File: src/core/pidt_consts.svh
// constants for the processor identifier and topology block
// Function
// RULE1 - startup message starts fetch at derived address
// RULE2 - start-up code takes the init lock first
// RULE3 - start-up code copies memory type mapping
// RULE4 - protected mode, controller space strongly uncacheable
// RULE5 - bit 8 enables controller; error vector programmed
// RULE6 - each processor gets distinct save base
// RULE7 - bump count, release lock, halt, await init
// RULE8 - extended mode returns 32-bit identifier by register read
// RULE9 - legacy mode returns 8-bit local identifier
// RULE10 - initial identifier reported in feature bits 31:24
// RULE11 - topology leaf reports unique 32-bit identifier
// RULE12 - initial identifier splits into up to four fields
// RULE13 - bits 2:1 carry package number
// RULE14 - bits 4:3 carry cluster number when clustered
// RULE15 - bit 0 thread select, zero without threading
// RULE16 - older 4-bit form: socket 1:0, cluster 3:2
// RULE17 - identifiers aligned to topology field boundaries
// RULE18 - vector selects 4 KByte page below 1 MByte
// RULE19 - field widths fixed by build parameters
`ifndef PIDT_CONSTS_SVH
`define PIDT_CONSTS_SVH
// ==========================================
// field positions
`define PIDT_ENABLE_BIT 8
`define PIDT_THREAD_BIT 0
`define PIDT_PKG_LO 1
`define PIDT_CLU_LO 3
`define PIDT_OLD_CLU_LO 2
`define PIDT_INIT_ID_LO 24
`define PIDT_PAGE_SHIFT 12
// ==========================================
// reset values
`define PIDT_SVR_RST 32'h0000_00ff
`define PIDT_ERR_RST 32'h0001_0000
`define PIDT_START_RST 32'hffff_fff0
`endif

File: src/core/pidt_pkg.sv
// types for the processor identifier and topology block
package pidt_pkg;
   typedef enum logic [3:0] {
      PIDT_WAIT_START = 4'b0001,
      PIDT_RUN = 4'b0010,
      PIDT_HALTED = 4'b0100,
      PIDT_BOOT = 4'b1000
   } pidt_state_t;
   typedef enum logic [1:0] {
      PIDT_FMT_LEGACY8 = 2'h0,
      PIDT_FMT_OLD4 = 2'h1
   } pidt_fmt_t;
endpackage

File: src/core/pidt_id_compose.sv
// composes the aligned initial identifier from topology straps
`timescale 1ns/100ps
`default_nettype none
`include "pidt_consts.svh"
module pidt_id_compose
   import pidt_pkg::*;
(
   input wire logic [1:0] pkg_i,
   input wire logic [1:0] cluster_i,
   input wire logic thread_i,
   input wire logic threads_en_i,
   input wire logic clustered_i,
   input wire logic old_fmt_i,
   output logic [7:0] id_o
);
   always_comb begin
      id_o = 8'h00;
      if (old_fmt_i) begin
         // older 4-bit form, upper nibble stays zero
         id_o[`PIDT_PKG_LO-1 +: 2] = pkg_i; // [RULE16]
         if (clustered_i) begin
            id_o[`PIDT_OLD_CLU_LO +: 2] = cluster_i; // [RULE16]
         end
      end else begin
         // each field lands on its own boundary, never packed across [RULE17] [RULE12]
         id_o[`PIDT_THREAD_BIT] = threads_en_i & thread_i; // [RULE15]
         id_o[`PIDT_PKG_LO +: 2] = pkg_i; // [RULE13]
         if (clustered_i) begin
            id_o[`PIDT_CLU_LO +: 2] = cluster_i; // [RULE14]
         end
      end
   end
endmodule
`default_nettype wire

File: src/core/pidt_id_split.sv
// splits an identifier into thread, package and cluster fields
`timescale 1ns/100ps
`default_nettype none
`include "pidt_consts.svh"
module pidt_id_split
   import pidt_pkg::*;
(
   input wire logic [7:0] id_i,
   input wire logic old_fmt_i,
   output logic thread_o,
   output logic [1:0] pkg_o,
   output logic [1:0] cluster_o
);
   always_comb begin
      if (old_fmt_i) begin
         thread_o = 1'b0;
         pkg_o = id_i[1:0]; // [RULE16]
         cluster_o = id_i[`PIDT_OLD_CLU_LO +: 2]; // [RULE16]
      end else begin
         thread_o = id_i[`PIDT_THREAD_BIT]; // [RULE15]
         pkg_o = id_i[`PIDT_PKG_LO +: 2]; // [RULE13]
         cluster_o = id_i[`PIDT_CLU_LO +: 2]; // [RULE14]
      end
   end
endmodule
`default_nettype wire

File: src/core/pidt_core.sv
// processor start-up and identifier reporting block
`timescale 1ns/100ps
`default_nettype none
`include "pidt_consts.svh"
module pidt_core
   import pidt_pkg::*;
#(
   parameter bit THREADS_EN = 1'b1, // [RULE19]
   parameter bit CLUSTERED = 1'b0, // [RULE19]
   parameter bit OLD_FMT = 1'b0 // [RULE19]
) (
   input wire logic clk_i,
   input wire logic rst_i,
   input wire logic is_boot_i,
   input wire logic [1:0] pkg_strap_i,
   input wire logic [1:0] cluster_strap_i,
   input wire logic thread_strap_i,
   input wire logic startup_msg_i,
   input wire logic [7:0] startup_vec_i,
   input wire logic init_msg_i,
   input wire logic halt_instr_i,
   input wire logic extended_id_mode_i,
   input wire logic id_wr_i,
   input wire logic [7:0] id_wdata_i,
   input wire logic svr_wr_i,
   input wire logic [31:0] svr_wdata_i,
   input wire logic err_wr_i,
   input wire logic [31:0] err_wdata_i,
   output logic fetch_start_o,
   output logic [31:0] fetch_addr_o,
   output logic running_o,
   output logic halted_o,
   output logic ctrl_enabled_o,
   output logic [7:0] err_vector_o,
   output logic [31:0] model_reg_id_o,
   output logic [7:0] local_id_o,
   output logic [7:0] feature_ebx_hi_o,
   output logic [31:0] topo_edx_o,
   output logic thread_o,
   output logic [1:0] pkg_o,
   output logic [1:0] cluster_o
);
   // ==========================================
   // identifier capture
   function automatic logic [31:0] page_addr(input logic [7:0] vec);
      page_addr = {12'h000, vec, 12'h000}; // [RULE18]
   endfunction

   logic [7:0] composed_id;
   logic [7:0] init_id_r;
   logic [7:0] local_id_r;
   logic captured_r;
   pidt_state_t state_r;
   logic [31:0] svr_r;
   logic [31:0] err_r;

   pidt_id_compose u_compose (
      .pkg_i(pkg_strap_i),
      .cluster_i(cluster_strap_i),
      .thread_i(thread_strap_i),
      .threads_en_i(THREADS_EN),
      .clustered_i(CLUSTERED),
      .old_fmt_i(OLD_FMT),
      .id_o(composed_id)
   );

   // straps are caught one clock after reset release, never inside reset
   always_ff @(posedge clk_i) begin
      if (rst_i) begin
         captured_r <= 1'b0;
         init_id_r <= 8'h00;
      end else if (!captured_r) begin
         captured_r <= 1'b1;
         init_id_r <= composed_id; // [RULE10]
      end
   end

   // local identifier is writable in legacy mode, so it may drift from the initial one
   always_ff @(posedge clk_i) begin
      if (rst_i) begin
         local_id_r <= 8'h00;
      end else if (!captured_r) begin
         local_id_r <= composed_id;
      end else if (id_wr_i && !extended_id_mode_i) begin
         local_id_r <= id_wdata_i; // [RULE10]
      end
   end

   // ==========================================
   // controller enable and error entry
   always_ff @(posedge clk_i) begin
      if (rst_i) begin
         svr_r <= `PIDT_SVR_RST;
      end else if (svr_wr_i) begin
         svr_r <= svr_wdata_i; // [RULE5]
      end
   end

   always_ff @(posedge clk_i) begin
      if (rst_i) begin
         err_r <= `PIDT_ERR_RST;
      end else if (err_wr_i) begin
         err_r <= err_wdata_i; // [RULE5]
      end
   end

   assign ctrl_enabled_o = svr_r[`PIDT_ENABLE_BIT]; // [RULE5]
   assign err_vector_o = err_r[7:0];

   // ==========================================
   // start-up state machine
   always_ff @(posedge clk_i) begin
      if (rst_i) begin
         state_r <= PIDT_WAIT_START;
      end else begin
         case (state_r)
            PIDT_WAIT_START: begin
               if (is_boot_i) begin
                  state_r <= PIDT_BOOT;
               end else if (startup_msg_i) begin
                  state_r <= PIDT_RUN; // [RULE1]
               end
            end
            PIDT_RUN: begin
               if (init_msg_i) begin
                  state_r <= PIDT_WAIT_START;
               end else if (halt_instr_i) begin
                  state_r <= PIDT_HALTED; // [RULE7]
               end
            end
            PIDT_HALTED: begin
               if (init_msg_i) begin
                  state_r <= PIDT_WAIT_START; // [RULE7]
               end
            end
            PIDT_BOOT: begin
               state_r <= PIDT_BOOT;
            end
            default: begin
               state_r <= PIDT_WAIT_START;
            end
         endcase
      end
   end

   // fetch address is registered with the pulse so both line up
   always_ff @(posedge clk_i) begin
      if (rst_i) begin
         fetch_start_o <= 1'b0;
         fetch_addr_o <= `PIDT_START_RST;
      end else begin
         fetch_start_o <= 1'b0;
         if (state_r == PIDT_WAIT_START && !is_boot_i && startup_msg_i) begin
            fetch_start_o <= 1'b1; // [RULE1]
            fetch_addr_o <= page_addr(startup_vec_i); // [RULE1] [RULE18]
         end
      end
   end

   assign running_o = (state_r == PIDT_RUN) || (state_r == PIDT_BOOT);
   assign halted_o = (state_r == PIDT_HALTED);

   // ==========================================
   // identifier reporting
   always_comb begin
      model_reg_id_o = 32'h0000_0000;
      if (extended_id_mode_i) begin
         model_reg_id_o = {24'h00_0000, init_id_r}; // [RULE8]
      end
   end
   assign topo_edx_o = {24'h00_0000, init_id_r}; // [RULE11] [RULE8]
   assign local_id_o = extended_id_mode_i ? 8'h00 : local_id_r; // [RULE9]
   assign feature_ebx_hi_o = init_id_r; // [RULE10]

   pidt_id_split u_split (
      .id_i(init_id_r),
      .old_fmt_i(OLD_FMT),
      .thread_o(thread_o),
      .pkg_o(pkg_o),
      .cluster_o(cluster_o)
   );
endmodule
`default_nettype wire

File: config.mk
export PLATFORM = sky130hd
export DESIGN_NAME = pidt_core
export DESIGN_NICKNAME = d
export VERILOG_FILES = /design/src/core/pidt_pkg.sv /design/src/core/pidt_id_compose.sv /design/src/core/pidt_id_split.sv /design/src/core/pidt_core.sv
export VERILOG_INCLUDE_DIRS = /design/src /design/src/core
export SDC_FILE = /design/constraint.sdc
export NUM_CORES = 1
export LEC_CHECK = 0
export ABC_AREA = 1
export CAP_MARGIN = 20
export CORE_AREA = 8 8 81 83
export DETAILED_ROUTE_END_ITERATION = 10
export DIE_AREA = 0 0 89 91
export DONT_BUFFER_PORTS = 1
export GPL_TIMING_DRIVEN = 0
export HOLD_SLACK_MARGIN = 0.08
export PLACE_DENSITY = 0.57
export SYNTH_ARGS = -nofsm -noshare
export SYNTH_HDL_FRONTEND = slang
export SYNTH_SLANG_ARGS = --single-unit
File: constraint.sdc
create_clock -name clk_i -period 3.9 [get_ports clk_i]
set_clock_uncertainty 0.2 [all_clocks]
set_input_delay 0.585 -clock clk_i [delete_from_list [all_inputs] [get_ports clk_i]]
set_output_delay 0.585 -clock clk_i [all_outputs]
set_load 0.03 [all_outputs]
==> results of run 1 <==
-- stage by stage --
stage                     setup WS, ns  area [µm²]  cells  power [mW]  util, %
after floorplan                   1.77        2400    355       0.768        -
after global placement            1.51        2490    427       0.796     46.7
after detailed placement          1.78        2500    427       0.799     46.8
after CTS                         1.61        2580    435        1.06     48.4
after global routing              1.55        2580    435        1.11     48.4
final                             1.64        2580    435        1.04     48.4
-- kinds of logic after synthesis --
group                  count (synthesis)
and+or+nand+nor                      102
AOI/OAI and AO/OA                     23
other                                  1
buffers and inverters                126
DFF                                   35
-- power by group --
group | leakage [nW] | internal, mW | total [mW] | switching (mW)
combinational | 1.10 | 0.113 | 0.343 | 0.230
clock | 0.0412 | 0.125 | 0.253 | 0.128
sequential | 0.289 | 0.385 | 0.449 | 0.0635
-- how the worst max path moves through the flow --
stage / start / to / slack [ns]
after floorplan: state_r[2] / halted_o / 1.77
after global placement: state_r[2] / halted_o / 1.51
after detailed placement: extended_id_mode_i / local_id_o[3] / 1.78
after CTS: fetch_addr_o[30] / fetch_addr_o[31] / 1.61
after global routing: fetch_addr_o[30] / fetch_addr_o[7] / 1.55
final: fetch_addr_o[30] / fetch_addr_o[9] / 1.64
-- state kept, by name, summed over array words and instances, names as in the netlist --
| register | count |
|---|---|
| state_r | 4 |
| svr_r | 1 |
| fetch_start_o | 1 |
| captured_r | 1 |
| err_r | 8 |
| local_id_r | 8 |
| fetch_addr_o | 9 |
| feature_ebx_hi_o | 3 |
-- routing by layer --
layer  track usage [%]  vias to the layer above  wire (µm)  share of wire [%]
met2              21.0                       89       2490                 48
li1                  -                      879          -                  -
met1              12.0                      679       1860                 36
met4              3.33                        0         46               0.89
met5                 0                        -          0                  0
met3              6.67                        5        801                 15
-- area by class of cell --
type | instances | area [µm²]
fillers | 564 | 2750
plain buffers | 101 | 744
multi-input cells | 194 | 871
well taps | 72 | 90.1
clock inverters | 2 | 12.5
flip-flops and latches | 35 | 701
clock buffers | 6 | 72.6
inverters | 25 | 93.8
-- cell usage in the layout (no fill, tap or decap) --
cell	count
a211oi_1	5
a21oi_1	5
a21oi_2	1
a31oi_1	3
and2_1	1
buf_2	4
buf_4	94
buf_6	1
clkbuf_1	3
clkbuf_8	5
clkinv_2	1
clkinvlp_4	1
conb_1	69
dfxtp_1	35
inv_1	23
inv_2	2
nand2_1	27
nand2_4	2
nand3_1	24
nand3b_1	1
nor2_1	42
nor2_2	1
nor2_4	2
nor2_8	1
nor4_2	1
o21ai_0	9
==> summary.md, run 1 <==
| Metric | Value |
|---|---|
| Status | `complete, no violations` |
| Crit path max fanout | `21` |
| WL/cell | `around 12 µm` |
| Post-synth ARST share | `0%` |
| Top FF cell, synth | `dfxtp_1` |
| Initial antenna violation count | `0` |
| Post-synth EDFFs | `0` |
| IO Port Bufs | `0` |
| Top achievable clock speed | `443 MHz` |
| FF-to-FF End | `fetch_addr_o[19]` |
| Final TNS setup | `0 ns` |
| Mean area per synthesized cell | `approximately 7.5 µm²` |
| Post-synth cell types | `23` |
| # rows | `27` |
| Main combinational cell family by area after synthesis | `buffers and inverters` |
| Die X | `89 µm` |
| Largest incremental delay on the critical path | `0.89 ns` |
| Post-Synth XOR/XNOR Area | `0%` |
| Vias/cell | `3.80` |
| Synth Area in Adders | `0%` |
| Worst path slowest cell | `dfxtp_1` |
| CTS tree | `done` |
| WL final | `approximately 5.2 mm` |
| Routed Antenna Nets | `0` |
| Sequential share of the synthesized area | `32.6%` |
| Share of cells above drive strength 1 | `32.0%` |
| FF-to-FF setup slack | `2.42 ns` |
| Top area cells in the synthesized netlist | `buf_4 33%, dfxtp_1 33%, nor2_1 7.3%` |
| Post-synth top area share | `32.8%` |
| Vias | `1,652` |
| Remaining global-route overflow | `0` |
| Clock buffer count from CTS | `5` |
| Hold Path End | `svr_r[8]` |
| Post_cts resized | `0` |
| Critical path depth in cells | `1` |
| Cell class contributing the biggest share of worst-path delay | `flip-flops` |
| Core area | `5340 µm²` |
| Residual DRC | `0` |
| Clk_lat worst skew | `0.28 ns` |
| Slew Viols, Final | `0` |
| Worst Setup End Kind | `output port` |
| Hold WS | `0.189 ns` |
| First-pass GRT wire length | `7.84 mm` |
| Setup Fix Bufs, Post-CTS | `0` |
| Arrival time at the worst endpoint | `approximately 1.5 ns` |
| Pwr dens | `around 400 nW/µm²` |
| Die area | `roughly 8100 µm²` |
| Worst EP required | `3.12 ns` |
| Synth top cells by count | `94 x buf_4, 42 x nor2_1, 35 x dfxtp_1` |
| LEAKAGE | `1.43 nW` |
| Post-synth top area cell | `buf_4` |
| Largest net degree at the start of global routing | `22` |
| TritonCTS Sinks | `35` |
| Peak supply drop | `between 150 and 200 µV` |
| Synth Register Bits | `35` |
| Final min period | `around 2.3 ns` |
| Synthesized cell area | `approximately 2100 µm²` |
| Synth Area in Compound Gates | `6.29%` |
| Placer Congestion | `0.727` |
| Crit path buf inv count | `1` |
| Max cap viols | `0` |
| HP Start | `svr_wr_i` |
| Reg-to-reg startpoint | `state_r[0]` |
| Antenna cells | `0` |
| Vias in the first global route | `approximately 1.6k` |
| Clock Path Buffers | `2` |
| Final setup fails | `0` |
| Worst Setup Path Type | `flop to output port` |
| RSZ-0062 raised after global routing | `no` |
| R2R depth | `8` |
| Synth Area in Simple Gates | `21.9%` |
| Final hold vios | `0` |
| Count leader, synth | `buf_4` |
| CTS root buffer | `clkbuf_8` |
| Hpwl dp | `between 4 and 5 mm` |
| CTS Hold Bufs | `0` |
| GRT Overall Usage | `12.1%` |
| H-tree depth | `2` |
| Relative slew slack | `42.4%` |
| Nets | `around 460` |
| Initial core utilization | `approximately two fifths` |
| Crit start category | `flop` |
| Hold Path Class | `primary input to flop` |
| Post-synthesis mux area share | `0%` |
| CP Cell Sequence | `buf_4` |
| Yosys warnings | `0` |
| Vert. Die Dim | `91 µm` |
| Cells after Synth | `287` |
| Period utilization | `57.9%` |
| Worst-Margin Slew | `0.863 ns` |
| TritonRoute pass-1 iters | `4` |
| IO Count | `224` |
| Clk slew on worst S/H paths | `0.07 ns` |
| Initial DRC Count | `26` |
| Worst hold stages | `1` |
| Layout area overhead | `20.3%` |
(Power assumes the default switching activity.)
==> inputs of run 2 (changes only) <==
--- a/config.mk
+++ b/config.mk
@@ -14,7 +14,7 @@
 export DONT_BUFFER_PORTS = 1
 export GPL_TIMING_DRIVEN = 0
 export HOLD_SLACK_MARGIN = 0.08
-export PLACE_DENSITY = 0.57
+export PLACE_DENSITY = 0.59
 export SYNTH_ARGS = -nofsm -noshare
 export SYNTH_HDL_FRONTEND = slang
 export SYNTH_SLANG_ARGS = --single-unit
==> constraint.sdc (replaced) <==
create_clock -name clk_i -period 1.95 [get_ports clk_i]
set_clock_uncertainty 0.2 [all_clocks]
set_input_delay 0.2925 -clock clk_i [delete_from_list [all_inputs] [get_ports clk_i]]
set_output_delay 0.2925 -clock clk_i [all_outputs]
set_load 0.03 [all_outputs]
==> run 2 against run 1 <==
Compared with the run above: global-route usage increased by 0.94 points; critical path type is now primary input to flop; design area rose by 18%; sequential share of layout area decreased by 4.1 points; via count is 10% higher; non-clock buffer count up 46; worst hold slack got worse by 0.078 ns; highest routed layer unchanged; combinational power grew 120%; register-to-register slack lost 2.3 ns; die area unchanged; largest cell class is now buffers; clock power rose by 96%.
==> summary.md, run 2 (synthesis results as in run 1) <==
| Metric | Value |
|---|---|
| Comb pwr share | `35.5% (was 32.8%)` |
| TritonCTS Sinks | `35 (unchanged)` |
| Arrival time at the worst endpoint | `1.90 ns (was 1.47 ns)` |
| Post-route cell area | `3060 µm² (was 2580 µm²)` |
| Most frequent cells in the layout | `94 x buf_4, 69 x conb_1, 46 x dlygate4sd3_1 (was 94 x buf_4, 69 x conb_1, 42 x nor2_1)` |
| Hold WS | `0.110 ns (was 0.189 ns)` |
| Relative slew slack | `60.6% (was 42.4%)` |
| Hold Path Class | `primary input to flop (unchanged)` |
| Sw frac | `39.4% (was 40.3%)` |
| Final setup margin | `0.0753 ns (was 1.64 ns)` |
| Clock power share | `22.9% (was 24.2%)` |
| IO Port Bufs | `0 (unchanged)` |
| IO Count | `224 (unchanged)` |
| Crit path buf inv count | `2 (was 1)` |
| Worst EP required | `1.97 ns (was 3.12 ns)` |
| Clock Path Buffers | `2 (unchanged)` |
| Cell total after placement | `427 (unchanged)` |
| Peak supply drop | `396 µV (was 187 µV)` |
| Internal | `1.31 mW (was 0.623 mW)` |
| Placer Congestion | `0.707 (was 0.727)` |
| Clk slew on worst S/H paths | `0.07 ns (about the same)` |
| WL/cell | `11.6 µm (was 11.9 µm)` |
| Worst Setup End Kind | `flop (was output port)` |
| Share of cells above drive strength 1 | `28.9% (was 32.0%)` |
| Final min period | `about 1.9 ns` |
| Worst path slowest cell | `dlygate4sd3_1 (was dfxtp_1)` |
| Layout area overhead | `42.2% (was 20.3%)` |
| Top achievable clock speed | `533 MHz` |
| Initial antenna violation count | `0 (unchanged)` |
| Largest net degree at the start of global routing | `22 (unchanged)` |
| Reg-to-reg startpoint | `state_r[3] (was state_r[0])` |
| Vias | `1,819 (was 1,652)` |
| Fill cells | `495 (was 564)` |
| Fin cells | `481 (was 435)` |
| Total design power | `2.17 mW (was 1.04 mW)` |
| Cell class contributing the biggest share of worst-path delay | `buffers and inverters (was flip-flops)` |
| CTS root buffer | `clkbuf_8 (unchanged)` |
| Nets | `503 (was 457)` |
| Initial core utilization | `40.2% (unchanged)` |
| TritonRoute pass-1 iters | `4 (unchanged)` |
| Worst-Margin Slew | `0.588 ns (was 0.863 ns)` |
| Slew Viols, Final | `0 (unchanged)` |
| Die X | `89 µm (unchanged)` |
| Max cap viols | `0 (unchanged)` |
| Crit path max fanout | `9 (was 21)` |
| Largest Register | `fetch_addr_o (unchanged)` |
| Critical path depth in cells | `5 (was 1)` |
| GRT Overall Usage | `13.1% (was 12.1%)` |
| Hpwl dp | `4.27 mm (was 4.36 mm)` |
| Core area | `5340 µm² (unchanged)` |
| Remaining global-route overflow | `0 (unchanged)` |
| LEAKAGE | `1.63 nW (was 1.43 nW)` |
| Final TNS setup | `0 ns (unchanged)` |
| Final hold vios | `0 (unchanged)` |
| Vert. Die Dim | `91 µm (unchanged)` |
| Initial DRC Count | `28 (was 26)` |
| R2R depth | `6 (was 8)` |
| Setup Fix Bufs, Post-CTS | `0 (unchanged)` |
| Final setup fails | `0 (unchanged)` |
| Pwr dens | `709 nW/µm² (was 404 nW/µm²)` |
| CP Cell Sequence | `dlygate4sd3_1 > nor2_8 > nand3_1 > dlygate4sd3_1 > nand3_1 (was buf_4)` |
| Worst Setup Path Type | `primary input to flop (was flop to output port)` |
| Largest incremental delay on the critical path | `0.62 ns (was 0.89 ns)` |
| Clk_lat worst skew | `0.28 ns (about the same)` |
| First-pass GRT wire length | `8.46 mm (was 7.84 mm)` |
| DP Area | `2500 µm² (unchanged)` |
| HP Start | `rst_i (was svr_wr_i)` |
| Vias/cell | `3.78 (was 3.80)` |
| Antenna cells | `0 (unchanged)` |
| Max reg flops | `9 (unchanged)` |
| Residual DRC | `0 (unchanged)` |
| Seq pwr share | `41.7% (was 43.0%)` |
| CTS tree | `done (unchanged)` |
| Status | `complete, no violations (unchanged)` |
| Period utilization | `96.1%` |
| Fin util | `57.2% (was 48.4%)` |
| Routed Antenna Nets | `0 (unchanged)` |
| Clock buffer count from CTS | `5 (unchanged)` |
| FF-to-FF setup slack | `0.11 ns (was 2.42 ns)` |
| RSZ-0062 raised after global routing | `no (unchanged)` |
| FF-to-FF End | `fetch_addr_o[17] (was fetch_addr_o[19])` |
| H-tree depth | `2 (unchanged)` |
| Die area | `8100 µm² (unchanged)` |
| Hold Path End | `state_r[1] (was svr_r[8])` |
| Net Switching | `0.854 mW (was 0.421 mW)` |
| Vias in the first global route | `1,723 (was 1,560)` |
| Most common cell after layout, fill and taps aside | `buf_4 (unchanged)` |
| Largest regs | `fetch_addr_o x9, err_r x8, local_id_r x8 (unchanged)` |
| # rows | `27 (unchanged)` |
| Crit start category | `primary input (was flop)` |
| WL final | `5.57 mm (was 5.19 mm)` |
| Worst hold stages | `2 (was 1)` |
| Pre-CTS setup slack | `0.294 ns (was 1.78 ns)` |
-- run 2: cell type report --
| cell class | instances | area, µm² | area share (%) |
|---|---|---|---|
| tap | 72 | 90.1 | 2.95 |
| inverter | 25 | 93.8 | 3.07 |
| clock inverter | 1 | 5.00 | 0.164 |
| sequential | 35 | 703 | 23.0 |
| clock buffer | 7 | 76.3 | 2.50 |
| buffer | 101 | 744 | 24.4 |
| multi-input combinational | 194 | 882 | 28.9 |
| timing repair buffer | 46 | 460 | 15.1 |
-- run 2: routing by layer --
metal / part of all wire (%) / global-route usage (%)
met1: 35 / 13.4
met2: 49 / 22.3
met3: 16 / 7.21
met4: 0.74 / 3.33
met5: 0 / 0
-- run 2: worst register-to-register path, cell delays in order (launching register included) --
cell	delay [ns]
dfxtp_1	0.38
nor2_4	0.18
nand2_4	0.09
nor2_8	0.15
nand3_1	0.11
dlygate4sd3_1	0.58
nand3_1	0.08
-- run 2: how the worst max path moves through the flow --
| stage | start | end |
|---|---|---|
| global placement | state_r[2] | halted_o |
| detailed placement | fetch_addr_o[30] | fetch_addr_o[25] |
| floorplan | state_r[2] | halted_o |
| CTS | state_r[2] | halted_o |
| finish | is_boot_i | fetch_addr_o[17] |
| global route | state_r[3] | fetch_addr_o[17] |
-- run 2: timing repair --
item / CTS / global route
hold buffers: 46 / 0
pin swaps: 0 / 1
resized for setup: 1 / 3
endpoints found under the hold margin: 31 / 0
endpoints found under the setup margin: 19 / 3
-- run 2: power groups by stage --
stage	clock network (mW)	registers (mW)	logic, mW
after floorplan	0	0.899	0.637
after global placement	0	0.914	0.677
after detailed placement	0	0.917	0.679
after CTS	0.524	0.901	0.760
after global routing	0.565	0.913	0.826
final	0.496	0.903	0.769
==> inputs of run 3 (changes only) <==
--- a/config.mk
+++ b/config.mk
@@ -14,7 +14,6 @@
 export DONT_BUFFER_PORTS = 1
 export GPL_TIMING_DRIVEN = 0
 export HOLD_SLACK_MARGIN = 0.08
-export PLACE_DENSITY = 0.59
 export SYNTH_ARGS = -nofsm -noshare
 export SYNTH_HDL_FRONTEND = slang
 export SYNTH_SLANG_ARGS = --single-unit
==> run 3 against run 2 <==
Compared with the run above: first-iteration DRC count rose by 32%; largest cell class unchanged; core utilization is 0.12 points higher; routed wire length is 3.9% higher; count of clock-buffer cells in the layout is 1 lower; clock power grew 4.6%; non-clock buffer count is 1 lower; sequential power is essentially flat; flip-flop and latch count unchanged; setup slack gained 0.010 ns; combinational power hardly changed.
==> summary.md, run 3 (synthesis results as in run 1) <==
| Metric | Value |
|---|---|
| Placer Congestion | `0.730 (was 0.707)` |
| Core area | `5340 µm² (unchanged)` |
| IO Count | `224 (unchanged)` |
| Clock Path Buffers | `2 (unchanged)` |
| Routed Antenna Nets | `0 (unchanged)` |
| Final setup fails | `0 (unchanged)` |
| GRT Overall Usage | `13.1% (about the same)` |
| Initial core utilization | `40.2% (unchanged)` |
| Most frequent cells in the layout | `94 x buf_4, 69 x conb_1, 44 x dlygate4sd3_1 (was 94 x buf_4, 69 x conb_1, 46 x dlygate4sd3_1)` |
| Crit path from | `is_boot_i (unchanged)` |
| Layout area overhead | `42.5% (was 42.2%)` |
| Final hold vios | `0 (unchanged)` |
| WL final | `5.79 mm (was 5.57 mm)` |
| Largest net degree at the start of global routing | `22 (unchanged)` |
| Max cap viols | `0 (unchanged)` |
| Relative slew slack | `60.0% (was 60.6%)` |
| Share of cells above drive strength 1 | `29.5% (was 28.9%)` |
| Residual DRC | `0 (unchanged)` |
| Die area | `8100 µm² (unchanged)` |
| Crit start category | `primary input (unchanged)` |
| TritonCTS Sinks | `35 (unchanged)` |
| Arrival time at the worst endpoint | `1.88 ns (was 1.90 ns)` |
| Clk slew on worst S/H paths | `0.07 ns (about the same)` |
| Die X | `89 µm (unchanged)` |
| Worst Setup End Kind | `flop (unchanged)` |
| HP Start | `extended_id_mode_i (was rst_i)` |
| Peak supply drop | `365 µV (was 396 µV)` |
| Clk_lat worst skew | `0.28 ns (about the same)` |
| Internal | `1.34 mW (was 1.31 mW)` |
| Final min period | `1.86 ns (was 1.87 ns)` |
| Most common cell after layout, fill and taps aside | `buf_4 (unchanged)` |
| TritonRoute pass-1 iters | `4 (unchanged)` |
| Vias in the first global route | `1,699 (was 1,723)` |
| CTS root buffer | `clkbuf_8 (unchanged)` |
| Period utilization | `95.6% (was 96.1%)` |
| Comb pwr share | `35.2% (was 35.5%)` |
| Largest regs | `fetch_addr_o x9, err_r x8, local_id_r x8 (unchanged)` |
| Hpwl dp | `4.33 mm (was 4.27 mm)` |
| Final setup margin | `0.0853 ns (was 0.0753 ns)` |
| Top achievable clock speed | `536 MHz (was 533 MHz)` |
| Sw frac | `39.0% (was 39.4%)` |
| Pwr dens | `717 nW/µm² (was 709 nW/µm²)` |
| Worst EP required | `1.97 ns (about the same)` |
| Worst-Margin Slew | `0.597 ns (was 0.588 ns)` |
| Seq pwr share | `41.2% (was 41.7%)` |
| Slew Viols, Final | `0 (unchanged)` |
| Total design power | `2.19 mW (was 2.17 mW)` |
| CTS tree | `done (unchanged)` |
| IO Port Bufs | `0 (unchanged)` |
| Vert. Die Dim | `91 µm (unchanged)` |
| Clock power share | `23.6% (was 22.9%)` |
| LEAKAGE | `1.66 nW (was 1.63 nW)` |
| Vias | `1,840 (was 1,819)` |
| Net Switching | `0.855 mW (was 0.854 mW)` |
| Hold WS | `0.0923 ns (was 0.110 ns)` |
| Antenna cells | `0 (unchanged)` |
| Max reg flops | `9 (unchanged)` |
| Final TNS setup | `0 ns (unchanged)` |
| Largest Register | `fetch_addr_o (unchanged)` |
| Crit path max fanout | `9 (unchanged)` |
| Hold Path Class | `primary input to flop (unchanged)` |
| RSZ-0062 raised after global routing | `no (unchanged)` |
| First-pass GRT wire length | `8.51 mm (was 8.46 mm)` |
| Clock buffer count from CTS | `5 (unchanged)` |
| WL/cell | `12.1 µm (was 11.6 µm)` |
| Fin util | `57.4% (was 57.2%)` |
| Reg-to-reg startpoint | `state_r[3] (unchanged)` |
| Vias/cell | `3.84 (was 3.78)` |
| Worst Setup Path Type | `primary input to flop (unchanged)` |
| Remaining global-route overflow | `0 (unchanged)` |
| Status | `complete, no violations (unchanged)` |
| Worst hold stages | `3 (was 2)` |
| Pre-CTS setup slack | `0.284 ns (was 0.294 ns)` |
| Setup Fix Bufs, Post-CTS | `0 (unchanged)` |
| R2R depth | `6 (unchanged)` |
| Nets | `502 (was 503)` |
| Initial antenna violation count | `0 (unchanged)` |
| H-tree depth | `2 (unchanged)` |
| # rows | `27 (unchanged)` |
| Initial DRC Count | `37 (was 28)` |
[run 3: changes by cell type in the layout (fill, tap and decap cells not counted), moves of 2 or more]
cell / change
dlygate4sd3_1: -2
nand3_2: +2
nand3_1: -2
clkbuf_1: -2
[run 3: final cells by class]
type	instances	area, µm²
timing repair buffer	45	453
sequential	35	703
tap	72	90.1
clock inverter	1	5.00
clock buffer	6	82.6
buffer	101	744
inverter	25	93.8
fill	511	2280
multi-input combinational	194	890
[run 3: metal layers]
metal,part of all wire (%),up-vias,global-route usage (%)
met5,0,-,0
met1,37,772,13.2
met4,0.83,0,3.33
met3,13,6,6.49
li1,-,967,-
met2,49,95,23.1
[run 3: path summary, 6_finish.rpt]
path                            slack, ns                to
worst max register to register       0.12  fetch_addr_o[16]
worst max-delay path                 0.09  fetch_addr_o[16]
worst min register to register       0.27     local_id_r[5]
worst min-delay path                 0.09     local_id_r[0]
[run 3: repair_timing]
action / in CTS / in global routing
hold buffers: 45 / 0
resized for setup: 2 / 4
pin swaps: 0 / 1
endpoints found under the setup margin: 20 / 4
endpoints found under the hold margin: 31 / 0
[run 3: power groups by stage]
| stage | Clock [mW] | Combinational (mW) | Sequential [mW] |
|---|---|---|---|
| after CTS | 0.552 | 0.761 | 0.903 |
| after floorplan | 0 | 0.637 | 0.899 |
| after global placement | 0 | 0.677 | 0.914 |
| final | 0.519 | 0.772 | 0.903 |
| after detailed placement | 0 | 0.681 | 0.916 |
| after global routing | 0.586 | 0.825 | 0.912 |
[run 3: worst max-delay path, stage by stage]
cell and delay (ns):
dlygate4sd3_1 0.63, nor2_8 0.21, nand3_1 0.09, dlygate4sd3_1 0.57, nand3_1 0.09
[run 3: stage by stage]
step | area, µm² | cells
finish | 3060 | 479
CTS | 3050 | 479
detailed placement | 2500 | 427
global route | 3060 | 479
global placement | 2490 | 427
floorplan | 2400 | 355
